===== config.mk =====
export PLATFORM = sky130hd
export DESIGN_NAME = idr_top
export DESIGN_NICKNAME = d
export VERILOG_FILES = /design/src/verilog/idr_pkg.sv /design/src/verilog/idr_str_mem.sv /design/src/verilog/idr_word_gen.sv /design/src/verilog/idr_top.sv
export VERILOG_INCLUDE_DIRS = /design/src /design/src/verilog
export SDC_FILE = /design/constraint.sdc
export NUM_CORES = 2
export LEC_CHECK = 0
export BUFFER_PORTS_ARGS = -buffer_cell sky130_fd_sc_hd__buf_2
export CAP_MARGIN = 20
export CORE_MARGIN = 5
export CORE_UTILIZATION = 55
export DETAILED_ROUTE_END_ITERATION = 16
export GPL_TIMING_DRIVEN = 0
export PLACE_DENSITY = 0.82
export SYNTH_ARGS = -nofsm -noshare
export SYNTH_HDL_FRONTEND = slang
export SYNTH_SLANG_ARGS = --single-unit

===== constraint.sdc =====
create_clock -name hclk -period 11.1 [get_ports hclk]
set_input_delay 2.22 -clock hclk [delete_from_list [all_inputs] [get_ports hclk]]
set_output_delay 2.22 -clock hclk [all_outputs]
set_load 0.005 [all_outputs]

===== src/verilog/idr_cfg.svh =====
// offsets, field positions, reset values and codes of the identify responder
`ifndef IDR_CFG_SVH
`define IDR_CFG_SVH

// ahb byte offsets
`define IDR_OFF_CMD       12'h000
`define IDR_OFF_STAT      12'h004
`define IDR_OFF_DATA      12'h008
`define IDR_OFF_CFG_FIRST 12'h00C
`define IDR_OFF_CFG_LAST  12'h030
`define IDR_OFF_STR_FIRST 12'h100
`define IDR_OFF_STR_LAST  12'h184
`define IDR_CFG_BASE_IDX  4'h3

// command codes
`define IDR_CMD_IDENTIFY  8'hEC
`define IDR_CMD_UNLOCK    8'hF2
`define IDR_CMD_ERASE     8'hF4

// status bit positions
`define IDR_ST_BSY        7
`define IDR_ST_DRQ        3
`define IDR_ST_ERR        0

// config word field positions
`define IDR_SEC_FAIL_BIT  31
`define IDR_SEC_EXP_BIT   4
`define IDR_XFER_STBY_BIT 24
`define IDR_XFER_IORDY_BIT 25
`define IDR_PWR_RSV_BIT   14

// parameter block word indexes
`define IDR_W_SER_FIRST   8'h0A
`define IDR_W_SER_LAST    8'h13
`define IDR_W_FW_FIRST    8'h17
`define IDR_W_MOD_LAST    8'h2E
`define IDR_W_LAST        8'hFF
`define IDR_STR_FW_OFS    8'h0D

// reset values and fixed contents
`define IDR_RST_ZERO      32'h0000_0000
`define IDR_RST_BUF       32'h0000_0400
`define IDR_RST_SEC       32'h0005_0000
`define IDR_STR_PAD       16'h2020
`define IDR_TRANS_VALID   16'h0001
`define IDR_MULT_VALID    8'h01

`endif


===== src/verilog/idr_pkg.sv =====
// shared types of the identify responder
package idr_pkg;
  typedef enum logic [1:0] {
    ST_IDLE = 2'b00,
    ST_BUSY = 2'b01,
    ST_DRQ  = 2'b10
  } idr_state_e;
  typedef logic [31:0] idr_word_t;
endpackage


===== src/verilog/idr_str_mem.sv =====
// ascii string store for serial, firmware and model words
`timescale 1ns/1ps
`default_nettype none
`include "idr_cfg.svh"
module idr_str_mem #(
  parameter int DEPTH = 34,
  parameter int AW    = 6
) (
  input  wire logic          hclk,
  input  wire logic          hresetn,
  input  wire logic          we,
  input  wire logic [AW-1:0] waddr,
  input  wire logic [15:0]   wdata,
  input  wire logic [AW-1:0] raddr,
  output logic      [15:0]   rdata
);
  logic [15:0] mem [0:DEPTH-1];

  // strings come up as spaces so unwritten text pads correctly
  genvar g;
  generate
    for (g = 0; g < DEPTH; g++) begin : g_ent
      logic [15:0] next_ent;
      always_comb begin
        next_ent = (we && waddr == AW'(g)) ? wdata : mem[g];
      end
      always_ff @(posedge hclk or negedge hresetn) begin
        if (!hresetn) begin
          mem[g] <= `IDR_STR_PAD;
        end else begin
          mem[g] <= next_ent;
        end
      end
    end
  endgenerate

  always_comb begin
    rdata = (int'(raddr) < DEPTH) ? mem[raddr] : `IDR_STR_PAD;
  end
endmodule
`default_nettype wire


===== src/verilog/idr_word_gen.sv =====
// builds one 16-bit word of the parameter block from its index
`timescale 1ns/1ps
`default_nettype none
`include "idr_cfg.svh"
module idr_word_gen #(
  parameter logic [15:0] GEN_CFG = 16'h0A5A
) (
  input  wire logic [7:0]  idx,
  input  wire logic [31:0] gdef,
  input  wire logic [31:0] gcur,
  input  wire logic [31:0] total,
  input  wire logic [31:0] lba,
  input  wire logic [31:0] bufc,
  input  wire logic [31:0] xfer,
  input  wire logic [31:0] sec,
  input  wire logic [31:0] pwr,
  input  wire logic [31:0] unf,
  input  wire logic [31:0] vend,
  input  wire logic [31:0] cur_cap,
  input  wire logic        sec_exp,
  input  wire logic [15:0] str_word,
  output logic      [5:0]  str_addr,
  output logic      [15:0] word
);
  always_comb begin
    str_addr = (idx <= `IDR_W_SER_LAST) ? 6'(idx - `IDR_W_SER_FIRST)
                                        : 6'(idx - `IDR_STR_FW_OFS);
    case (idx) inside
      8'h00: word = GEN_CFG;
      8'h01: word = gdef[15:0];
      8'h03: word = {8'h00, gdef[23:16]};
      8'h04: word = unf[15:0];
      8'h05: word = unf[31:16];
      8'h06: word = {8'h00, gdef[31:24]};
      8'h07: word = total[31:16];
      8'h08: word = total[15:0];
      8'h09: word = vend[15:0];
      [`IDR_W_SER_FIRST:`IDR_W_SER_LAST]: word = str_word;
      [`IDR_W_FW_FIRST:`IDR_W_MOD_LAST]:  word = str_word;
      8'h14: word = {14'h0000, bufc[1:0]};
      8'h15: word = bufc[31:16];
      8'h16: word = {8'h00, bufc[15:8]};
      8'h2F: word = {8'h00, xfer[7:0]};
      8'h31: word = {2'b00, xfer[`IDR_XFER_STBY_BIT], 1'b0, xfer[`IDR_XFER_IORDY_BIT],
                     1'b0, 1'b1, 1'b0, 8'h00};
      8'h33: word = {xfer[23:16], 8'h00};
      8'h35: word = `IDR_TRANS_VALID;
      8'h36: word = gcur[15:0];
      8'h37: word = {8'h00, gcur[23:16]};
      8'h38: word = {8'h00, gcur[31:24]};
      8'h39: word = cur_cap[15:0];
      8'h3A: word = cur_cap[31:16];
      8'h3B: word = {`IDR_MULT_VALID, xfer[15:8]};
      8'h3C: word = lba[15:0];
      8'h3D: word = lba[31:16];
      8'h80: word = {7'h00, sec[8], 3'b000, sec_exp, sec[3:0]};
      8'hA0: word = {pwr[15], 1'b0, pwr[13:0]};
      // reserved, word 48 and 52 zero
      default: word = 16'h0000;
    endcase
  end
endmodule
`default_nettype wire


===== src/verilog/idr_top.sv =====
// identify command responder with ahb-lite register access
// Notes on behaviour
// - command ECh returns the parameter block by the sector-read data-in handshake.
// - reserved words and reserved bits of the block read as zero.
// - word 0 fixed signature; words 1, 3, 6 default geometry, word 3 high zero.
// - words 7-8 total sectors, most significant half in word 7.
// - words 10-19 serial text, right aligned, space padded.
// - word 20 buffer type code 0 to 3.
// - word 21 buffer size in 512-byte units.
// - word 22 ecc bytes for long commands, default four.
// - words 23-26 firmware text, first character in high byte.
// - words 27-46 model text, left aligned, space padded, high byte first.
// - word 47 largest sectors per interrupt for multiple commands.
// - word 48 zero, no double-word transfers.
// - word 49 bits 13, 11, 9 capabilities; low byte zero.
// - word 49 bit 8 reads zero, no dma.
// - word 51 pio mode in high byte; word 52 zero.
// - word 53 reads 0001h, current translation words valid.
// - words 57-58 current cylinders*heads*sectors, low half in word 57.
// - word 59 high byte 01h, low byte current multiple setting, default 00h.
// - words 60-61 sectors reachable by lba.
// - word 128 bits 0-3 and 8 security state.
// - exhausted unlock attempts set bit 4 and abort unlock and erase until reset.
// - word 160 valid, reserved 14 zero, level-1 flags, current in ma.
//
// The address map and the AHB-Lite interface to the registers were decided locally.
`timescale 1ns/1ps
`default_nettype none
`include "idr_cfg.svh"
module idr_top #(
  parameter logic [15:0] GEN_CFG = 16'h0A5A, // arbitrary signature value
  parameter int          CFG_N   = 10,
  parameter int          STR_N   = 34
) (
  input  wire logic        hclk,
  input  wire logic        hresetn,
  input  wire logic        hsel,
  input  wire logic [31:0] haddr,
  input  wire logic [1:0]  htrans,
  input  wire logic        hwrite,
  input  wire logic [2:0]  hsize,
  input  wire logic [31:0] hwdata,
  input  wire logic        hready,
  output logic      [31:0] hrdata,
  output logic             hreadyout,
  output logic             hresp
);
  idr_pkg::idr_state_e st;
  idr_pkg::idr_state_e next_st;
  logic [7:0]  widx;
  logic [7:0]  next_widx;
  logic        err;
  logic        next_err;
  logic [7:0]  last_cmd;
  logic [7:0]  next_last_cmd;
  logic [7:0]  sec_fails;
  logic [7:0]  next_sec_fails;
  logic        sec_exp;
  logic        next_sec_exp;
  logic [31:0] cur_cap;
  logic [31:0] next_cur_cap;
  logic        dp_wr;
  logic        dp_rd;
  logic [11:0] dp_addr;
  logic        next_dp_wr;
  logic        next_dp_rd;
  logic [11:0] next_dp_addr;
  logic [31:0] next_hrdata;
  logic        next_hreadyout;
  idr_pkg::idr_word_t cfg [0:CFG_N-1];
  logic [15:0] word;
  logic [15:0] str_word;
  logic [5:0]  str_addr;
  logic        ap;
  logic        wr_cmd;
  logic        pop;
  logic        cfg_hit;
  logic [3:0]  cfg_idx;
  logic        str_we;
  logic [11:0] str_off;

  // bus decode; hsize ignored, only whole words are mapped
  always_comb begin
    ap      = hsel && htrans[1] && hready;
    cfg_hit = dp_addr >= `IDR_OFF_CFG_FIRST && dp_addr <= `IDR_OFF_CFG_LAST;
    cfg_idx = dp_addr[5:2] - `IDR_CFG_BASE_IDX;
    wr_cmd  = dp_wr && dp_addr == `IDR_OFF_CMD;
    str_we  = dp_wr && dp_addr >= `IDR_OFF_STR_FIRST && dp_addr <= `IDR_OFF_STR_LAST;
    str_off = dp_addr - `IDR_OFF_STR_FIRST;
    pop     = dp_rd && !hreadyout && dp_addr == `IDR_OFF_DATA && st == idr_pkg::ST_DRQ;
  end

  // reads take one wait state so a write just before is already stored
  always_comb begin
    next_dp_wr     = ap && hwrite;
    next_dp_rd     = ap && !hwrite;
    next_dp_addr   = ap ? haddr[11:0] : dp_addr;
    next_hreadyout = !(ap && !hwrite);
    next_hrdata    = hrdata;
    if (dp_rd && !hreadyout) begin
      next_hrdata = 32'h0000_0000;
      if (dp_addr == `IDR_OFF_CMD) begin
        next_hrdata = {24'h00_0000, last_cmd};
      end else if (dp_addr == `IDR_OFF_STAT) begin
        next_hrdata[`IDR_ST_BSY] = st == idr_pkg::ST_BUSY;
        next_hrdata[`IDR_ST_DRQ] = st == idr_pkg::ST_DRQ;
        next_hrdata[`IDR_ST_ERR] = err;
        next_hrdata[15:8]        = widx;
      end else if (pop) begin
        next_hrdata = {16'h0000, word};
      end else if (cfg_hit) begin
        next_hrdata = cfg[cfg_idx];
        if (cfg_idx == 4'h6) begin
          next_hrdata[`IDR_SEC_EXP_BIT] = sec_exp;
        end
      end
    end
  end

  always_ff @(posedge hclk or negedge hresetn) begin
    if (!hresetn) begin
      dp_wr     <= 1'b0;
      dp_rd     <= 1'b0;
      dp_addr   <= 12'h000;
      hreadyout <= 1'b1;
      hrdata    <= 32'h0000_0000;
      hresp     <= 1'b0;
    end else begin
      dp_wr     <= next_dp_wr;
      dp_rd     <= next_dp_rd;
      dp_addr   <= next_dp_addr;
      hreadyout <= next_hreadyout;
      hrdata    <= next_hrdata;
      hresp     <= 1'b0;
    end
  end

  // configuration words, written in the data phase
  genvar g;
  generate
    for (g = 0; g < CFG_N; g++) begin : g_cfg
      localparam idr_pkg::idr_word_t RST_VAL =
        (g == 4) ? `IDR_RST_BUF : (g == 6) ? `IDR_RST_SEC : `IDR_RST_ZERO;
      idr_pkg::idr_word_t next_cfg;
      always_comb begin
        next_cfg = (dp_wr && cfg_hit && cfg_idx == 4'(g)) ? hwdata : cfg[g];
      end
      always_ff @(posedge hclk or negedge hresetn) begin
        if (!hresetn) begin
          cfg[g] <= RST_VAL;
        end else begin
          cfg[g] <= next_cfg;
        end
      end
    end
  endgenerate

  // command and transfer sequencing
  always_comb begin
    next_st       = st;
    next_widx     = widx;
    next_err      = err;
    next_last_cmd = wr_cmd ? hwdata[7:0] : last_cmd;
    next_cur_cap  = 32'(cfg[1][15:0]) * 32'(cfg[1][23:16]) * 32'(cfg[1][31:24]);
    case (st)
      idr_pkg::ST_IDLE: begin
        if (wr_cmd && hwdata[7:0] == `IDR_CMD_IDENTIFY) begin
          next_st   = idr_pkg::ST_BUSY;
          next_widx = 8'h00;
          next_err  = 1'b0;
        end else if (wr_cmd && sec_exp && (hwdata[7:0] == `IDR_CMD_UNLOCK ||
                                           hwdata[7:0] == `IDR_CMD_ERASE)) begin
          next_err  = 1'b1;
        end
      end
      idr_pkg::ST_BUSY: begin
        next_st = idr_pkg::ST_DRQ;
      end
      idr_pkg::ST_DRQ: begin
        if (pop) begin
          next_widx = widx + 8'h01;
          if (widx == `IDR_W_LAST) begin
            next_st = idr_pkg::ST_IDLE;
          end
        end
      end
      default: begin
        next_st = idr_pkg::ST_IDLE;
      end
    endcase
  end

  // sticky expiry, cleared only by reset
  always_comb begin
    next_sec_fails = sec_fails;
    next_sec_exp   = sec_exp;
    if (dp_wr && cfg_hit && cfg_idx == 4'h6 && hwdata[`IDR_SEC_FAIL_BIT] && !sec_exp) begin
      next_sec_fails = sec_fails + 8'h01;
      if (sec_fails + 8'h01 >= cfg[6][23:16]) begin
        next_sec_exp = 1'b1;
      end
    end
  end

  always_ff @(posedge hclk or negedge hresetn) begin
    if (!hresetn) begin
      st        <= idr_pkg::ST_IDLE;
      widx      <= 8'h00;
      err       <= 1'b0;
      last_cmd  <= 8'h00;
      sec_fails <= 8'h00;
      sec_exp   <= 1'b0;
      cur_cap   <= 32'h0000_0000;
    end else begin
      st        <= next_st;
      widx      <= next_widx;
      err       <= next_err;
      last_cmd  <= next_last_cmd;
      sec_fails <= next_sec_fails;
      sec_exp   <= next_sec_exp;
      cur_cap   <= next_cur_cap;
    end
  end

  idr_str_mem #(
    .DEPTH (STR_N),
    .AW    (6)
  ) u_str (
    .hclk    (hclk),
    .hresetn (hresetn),
    .we      (str_we),
    .waddr   (str_off[7:2]),
    .wdata   (hwdata[15:0]),
    .raddr   (str_addr),
    .rdata   (str_word)
  );

  idr_word_gen #(
    .GEN_CFG (GEN_CFG)
  ) u_gen (
    .idx      (widx),
    .gdef     (cfg[0]),
    .gcur     (cfg[1]),
    .total    (cfg[2]),
    .lba      (cfg[3]),
    .bufc     (cfg[4]),
    .xfer     (cfg[5]),
    .sec      (cfg[6]),
    .pwr      (cfg[7]),
    .unf      (cfg[8]),
    .vend     (cfg[9]),
    .cur_cap  (cur_cap),
    .sec_exp  (sec_exp),
    .str_word (str_word),
    .str_addr (str_addr),
    .word     (word)
  );
endmodule
`default_nettype wire


**Yosys cells after proc, flatten, opt, wreduce, memory -nomap -nowiden**

Index checks and enable logic that the tools add are counted.

- Logic and storage cells: 290
- Output and inout port bits: 34
- Flip-flop bits (word level): 971
- Input port bits: 74

- Bitwise gates (word level): 2
- Multipliers: 2
- Reductions and logical operators: 79
- Add/sub/neg operators: 6
- Equality and inequality tests: 78
- Multiplexer cells: 55
- Order comparisons: 12

Operators with widths:

| cell | number |
|---|---|
| $mux W16 | 32 |
| $mux W32 | 5 |
| $bmux W32 S4 | 1 |
| $bmux W16 S6 | 1 |
| $eq A6 B5 Y1 const B | 16 |
| $eq A8 B6 Y1 const B | 12 |
| $logic_and A1 B1 Y1 | 63 |
| $eq A6 B4 Y1 const B | 8 |
| $eq A8 B8 Y1 const B | 6 |
| $eq A8 B3 Y1 const B | 4 |
| $mul A24 B8 Y32 | 1 |
| $eq A6 B3 Y1 const B | 4 |
| $eq A8 B5 Y1 const B | 3 |
| $mul A16 B8 Y24 | 1 |
| $add A8 B1 Y8 const B | 2 |
| $eq A4 B3 Y1 const B | 4 |
| $eq A8 B4 Y1 const B | 2 |
| $mux W8 | 2 |
| $pmux W8 S2 | 1 |
| $eq A12 B3 Y1 const B | 1 |
| $eq A12 B4 Y1 const B | 1 |
| $eq A6 B2 Y1 const B | 2 |
| $eq A6 B6 Y1 const B | 2 |
| $ge A12 B4 Y1 const B | 1 |
| other kinds (42) | 59 |

**Longest topological paths before layout**

- Word-level depth: 32
- Gate-level depth with buffers: 39
- Gate-level depth less buffers: 37

**By module**

From an unflattened synthesis, not the netlist that was laid out.

- Cell total of the unflattened synthesis: 4809
- Area, all modules: 58330.9 um2

Modules (own cells, without submodules):

| module | times used | area each (um2) | sequential area each (um2) | cells each |
|---|---|---|---|---|
| idr_top | 1 | 28810.1 | 10690.3 | 2503 |
| idr_str_mem | 1 | 25525.7 | 13698.1 | 1665 |
| idr_word_gen | 1 | 3995.1 | 0.0 | 641 |

**Least setup slack after synthesis**

No wires, ideal clock.

- Kind: reg-to-reg
- Start point: register cfg[275] (netlist name)
- End point: register cur_cap[29]
- Library setup time: 0.121 ns
- Required time: 10.979 ns
- Clock period less this slack: 9.246 ns
- Slack: 1.854 ns
- Path buffers: 2
- Arrival time: 9.125 ns
- Stages on the path, launching flop included: 34
- Cells stage by stage: dfrtp_1 clkbuf_1 clkbuf_1 nand2_1 fa_1 fa_1 inv_1 fa_1 inv_1 fa_1 inv_1 ha_1 a21oi_1 o21ai_0 a31oi_1 o21bai_1 a211o_1 a21oi_2 mux2i_1 fa_1 fa_1 fa_1 inv_1 fa_1 inv_1 ha_1 o21ai_0 a21oi_1 or3_1 nor3b_1 o31ai_1 a2111o_1 a2111oi_0 and4b_1

- Word-level cells in the longest chain between the ends: 2

RTL lines:

| item | RTL line | text |
|---|---|---|
| from (decl) | idr_top.sv:70 | `idr_pkg::idr_word_t cfg [0:CFG_N-1];` |
| from (signal, indexed assignment) | idr_top.sv:152 | `cfg[g] <= next_cfg;` |
| $mul A16 B8 Y24 | idr_top.sv:164 | `next_cur_cap = 32'(cfg[1][15:0]) * 32'(cfg[1][23:16]) * 32'(cfg[1][31:24]);` |
| $mul A24 B8 Y32 | idr_top.sv:164 |  |
| via next_cur_cap[29] | idr_top.sv:61 | `logic [31:0] next_cur_cap;` |
| to (signal assigned) | idr_top.sv:221 | `cur_cap <= next_cur_cap;` |
| to (decl) | idr_top.sv:60 | `logic [31:0] cur_cap;` |

The timed path passes the listed nets, and every way through them passes these cells.
A chain may end at the register's enable or synchronous reset.

**Final worst setup path**

- Start point: register cfg[262] (netlist name)
- End point: register cur_cap[29]

Same word-level chain as after synthesis.

==> results.md <==
* Cells on worst reg2reg path at 33
* Crit end category: flip-flop
* Min-Delay Path Depth at 2
* Hold Violations, Final at 0
* DRT Wirelength at 243 mm
* Crit share post-route at 96.6%
* Initial DRC Count at 7,077
* Setup ws final at approximately 0.37 ns
* Synthesized Nets at 5,763
* Placement Cell Area at 62,200 um^2
* EDFF count, synth at 0
* Port bufs at 62
* CTS Buf Count at 102
* Yosys Warn Count at 0
* Initial Util at 55.2%
* Core footprint at 108,000 um^2
* Overall die width at roughly 340 um
* CP delay by family, top: adder cells
* Sequential Area at 24,400 um^2
* Max Fclk at 93.2 MHz
* First-pass GRT wire length at 347 mm
* Final Slew Violations at 0
* Core Rows at 121
* Worst path required time at 11.68 ns
* Synth area leaders: dfrtp_1 38%, mux2_2 17%, fa_1 7.2%
* Top Usage Layer GRT: met2
* Clock transition at path regs at 0.06 ns
* #FFs+latches synth at between 900 and 1,000
* Nets at 5,955
* Number of distinct library cells after synthesis at 102
* Top post-synthesis cells by count: 920 x mux2_2, 899 x dfrtp_1, 458 x nand2_1, 282 x clkbuf_1, 261 x inv_1
* Netlist Area Pre-Place at about 60,000 um^2
* Critical path arrival at 11.31 ns
* CP max FO at 10
* Slowest stage cell, crit path: clkbuf_1
* Total of max-cap violations at 0
* Buffer depth of the longest clock path at 3
* Syn Area/Cell at 11.2 um^2
* GRT overflow at 0
* CTS Hold Bufs at 0
* Levels on crit path at 33
* Met2 Usage GRT at 60.2%
* Finish-stage setup viols at 0
* RePlAce Congestion at 1.05
* Main flop type after synthesis: dfrtp_1
* Fin Clk Skew at 0.0523 ns
* CP Class: flip-flop to flip-flop
* Initial antenna violation count at 20
* Rel. slew slack at 14.5%
* Post-synth top area share at 37.6%
* Min-Delay Path Class: flip-flop to flip-flop
* Core Util, Final at 61.0%
* Wire length per cell at about 34 um
* TritonCTS clock tree: built
* Htree depth at 3
* Post-route cell area at roughly 66,000 um^2
* Residual DRC at 0
* Dpl ws at -0.153 ns
* DRT Pass-1 Iters at 8
* Detailed Place HPWL at 180 mm
* Root Driver: clkbuf_16
* Asr flop ratio synth at 100%
* Vias in the first global route at between 40,000 and 50,000
* Mapped Cells at 5,353
* Clk sink count at 971
* Met1 Use GR at 51.9%
* Full die area at 115,000 um^2
* Startpoint types: flip-flop
* Share of post-route cells with drive strength above 1 at a little over a quarter
* Post-CTS setup buffer count at 0
* Largest net degree at the start of global routing at roughly 130
* Post-synthesis sequential area ratio at about two fifths
* Leading area contributor after synthesis: dfrtp_1
* Die Ht at 340 um
* Status: completed
* P&R area growth vs syn at 10.5%
* Met3 global-route usage at between 10% and 20%
* Worst-Margin Slew at 1.28 ns
* Area taken by multi-input logic gates at 32,700 um^2
* Most frequent cell after synthesis: mux2_2
* Vias/cell at a little over 7
* Min Tclk post-route at 10.73 ns
* # IOs at 108
* Via count at 49,700
* Skew-Pair Late Insertion Delay at 0.71 ns
* Post-DRT Antenna Nets at 0
* Most used cell, CP: fa_1
* GRT Overall Usage at 41.2%
* FILL cells at roughly 8,700
* Crit-path max cell delay at 0.63 ns
* Crit path buf inv count at 6
-- layout by cell type (no fill, tap or decap), drive strengths merged, types with 36 or more instances in the layout --
| cell type | count |
|---|---|
| mux2 | 921 |
| dfrtp | 899 |
| nand2 | 460 |
| clkbuf | 431 |
| inv | 264 |
| buf | 233 |
| fa | 216 |
| and2 | 201 |
| a21oi | 177 |
| nor2 | 170 |
| mux2i | 160 |
| o21ai | 157 |
| ha | 120 |
| nand3 | 115 |
| mux4 | 92 |
| a221oi | 78 |
| dfstp | 72 |
| o22ai | 67 |
| nor3 | 61 |
| a31oi | 55 |
| nand2b | 47 |
| and3 | 42 |
| xnor2 | 36 |
-- per-layer routing --
layer | share of wire, % | wire (um) | vias to the layer above
met5 | 0.052 | 126 | -
met2 | 42 | 103000 | 3848
met4 | 9.4 | 22800 | 12
met1 | 36 | 87000 | 25100
met3 | 12 | 29800 | 1154
li1 | - | - | 19600
-- through the flow --
step | hold slack (ns) | setup TNS, ns | instances
6_report | 0.475 | 0 | 7059
5_1_grt | 0.495 | -0.0148 | 7049
4_1_cts | 0.478 | 0 | 7040
3_5_place_dp | 0.465 | -0.153 | 6849
3_3_place_gp | 0.459 | - | 6829
2_1_floorplan | 0.434 | 0 | 5353
-- timing repair --
action,in CTS,in global routing
gates resized for setup,2,11
endpoints found under the hold margin,0,0
setup endpoints to repair,1,7
-- registers in the layout, summed over array words and instances, names as in the netlist, 8 cells and up --
register	cells
u_str.mem	544
cfg	320
cur_cap	32
hrdata	32
dp_addr	12
last_cmd	8
sec_fails	8
widx	8
-- worst min-delay path, cell delays in order, from the launching register on --
cell and delay, ns:
dfrtp_1 0.34, nand2_1 0.04, o21ai_0 0.06
-- cells by family after synthesis --
group / count (synthesis) / share of synthesized area, %
mux: 1173 / 23.5
xor+xnor: 60 / 0.879
simple gates: 1242 / 10.3
compound gates: 879 / 10.2
fa+ha+maj: 336 / 9.74
buf+inv: 691 / 4.60
other cells: 1 / 0.00627
flops: 971 / 40.8
-- area by class of cell --
type,count,area share [%]
Multi-Input combinational cell,3691,49.5
Sequential cell,971,36.9
Clock buffer,148,4.60
Tap cell,1414,2.68
Buffer,425,2.65
Inverter,263,1.49
Timing Repair Buffer,91,1.18
Clock inverter,45,0.949
Antenna cell,11,0.0417
-- path summary, 6_finish.rpt --
kind / start / endpoint / slack, ns
max: cfg[262]$_DFFE_PN0P_ / cur_cap[29]$_DFF_PN0_ / 0.37
min: hrdata[21]$_DFFE_PN0P_ / hrdata[21]$_DFFE_PN0P_ / 0.47
max reg2reg: cfg[262]$_DFFE_PN0P_ / cur_cap[29]$_DFF_PN0_ / 0.37
min reg2reg: hrdata[21]$_DFFE_PN0P_ / hrdata[21]$_DFFE_PN0P_ / 0.47
max in group asynchronous: hresetn / cfg[275]$_DFFE_PN0P_ / 7.17
min in group asynchronous: hresetn / u_str.mem[355]$_DFFE_PN0P_ / 1.56
Power is not shown: default switching activity piles up to over one toggle a cycle in this logic, so the estimate is an artifact.
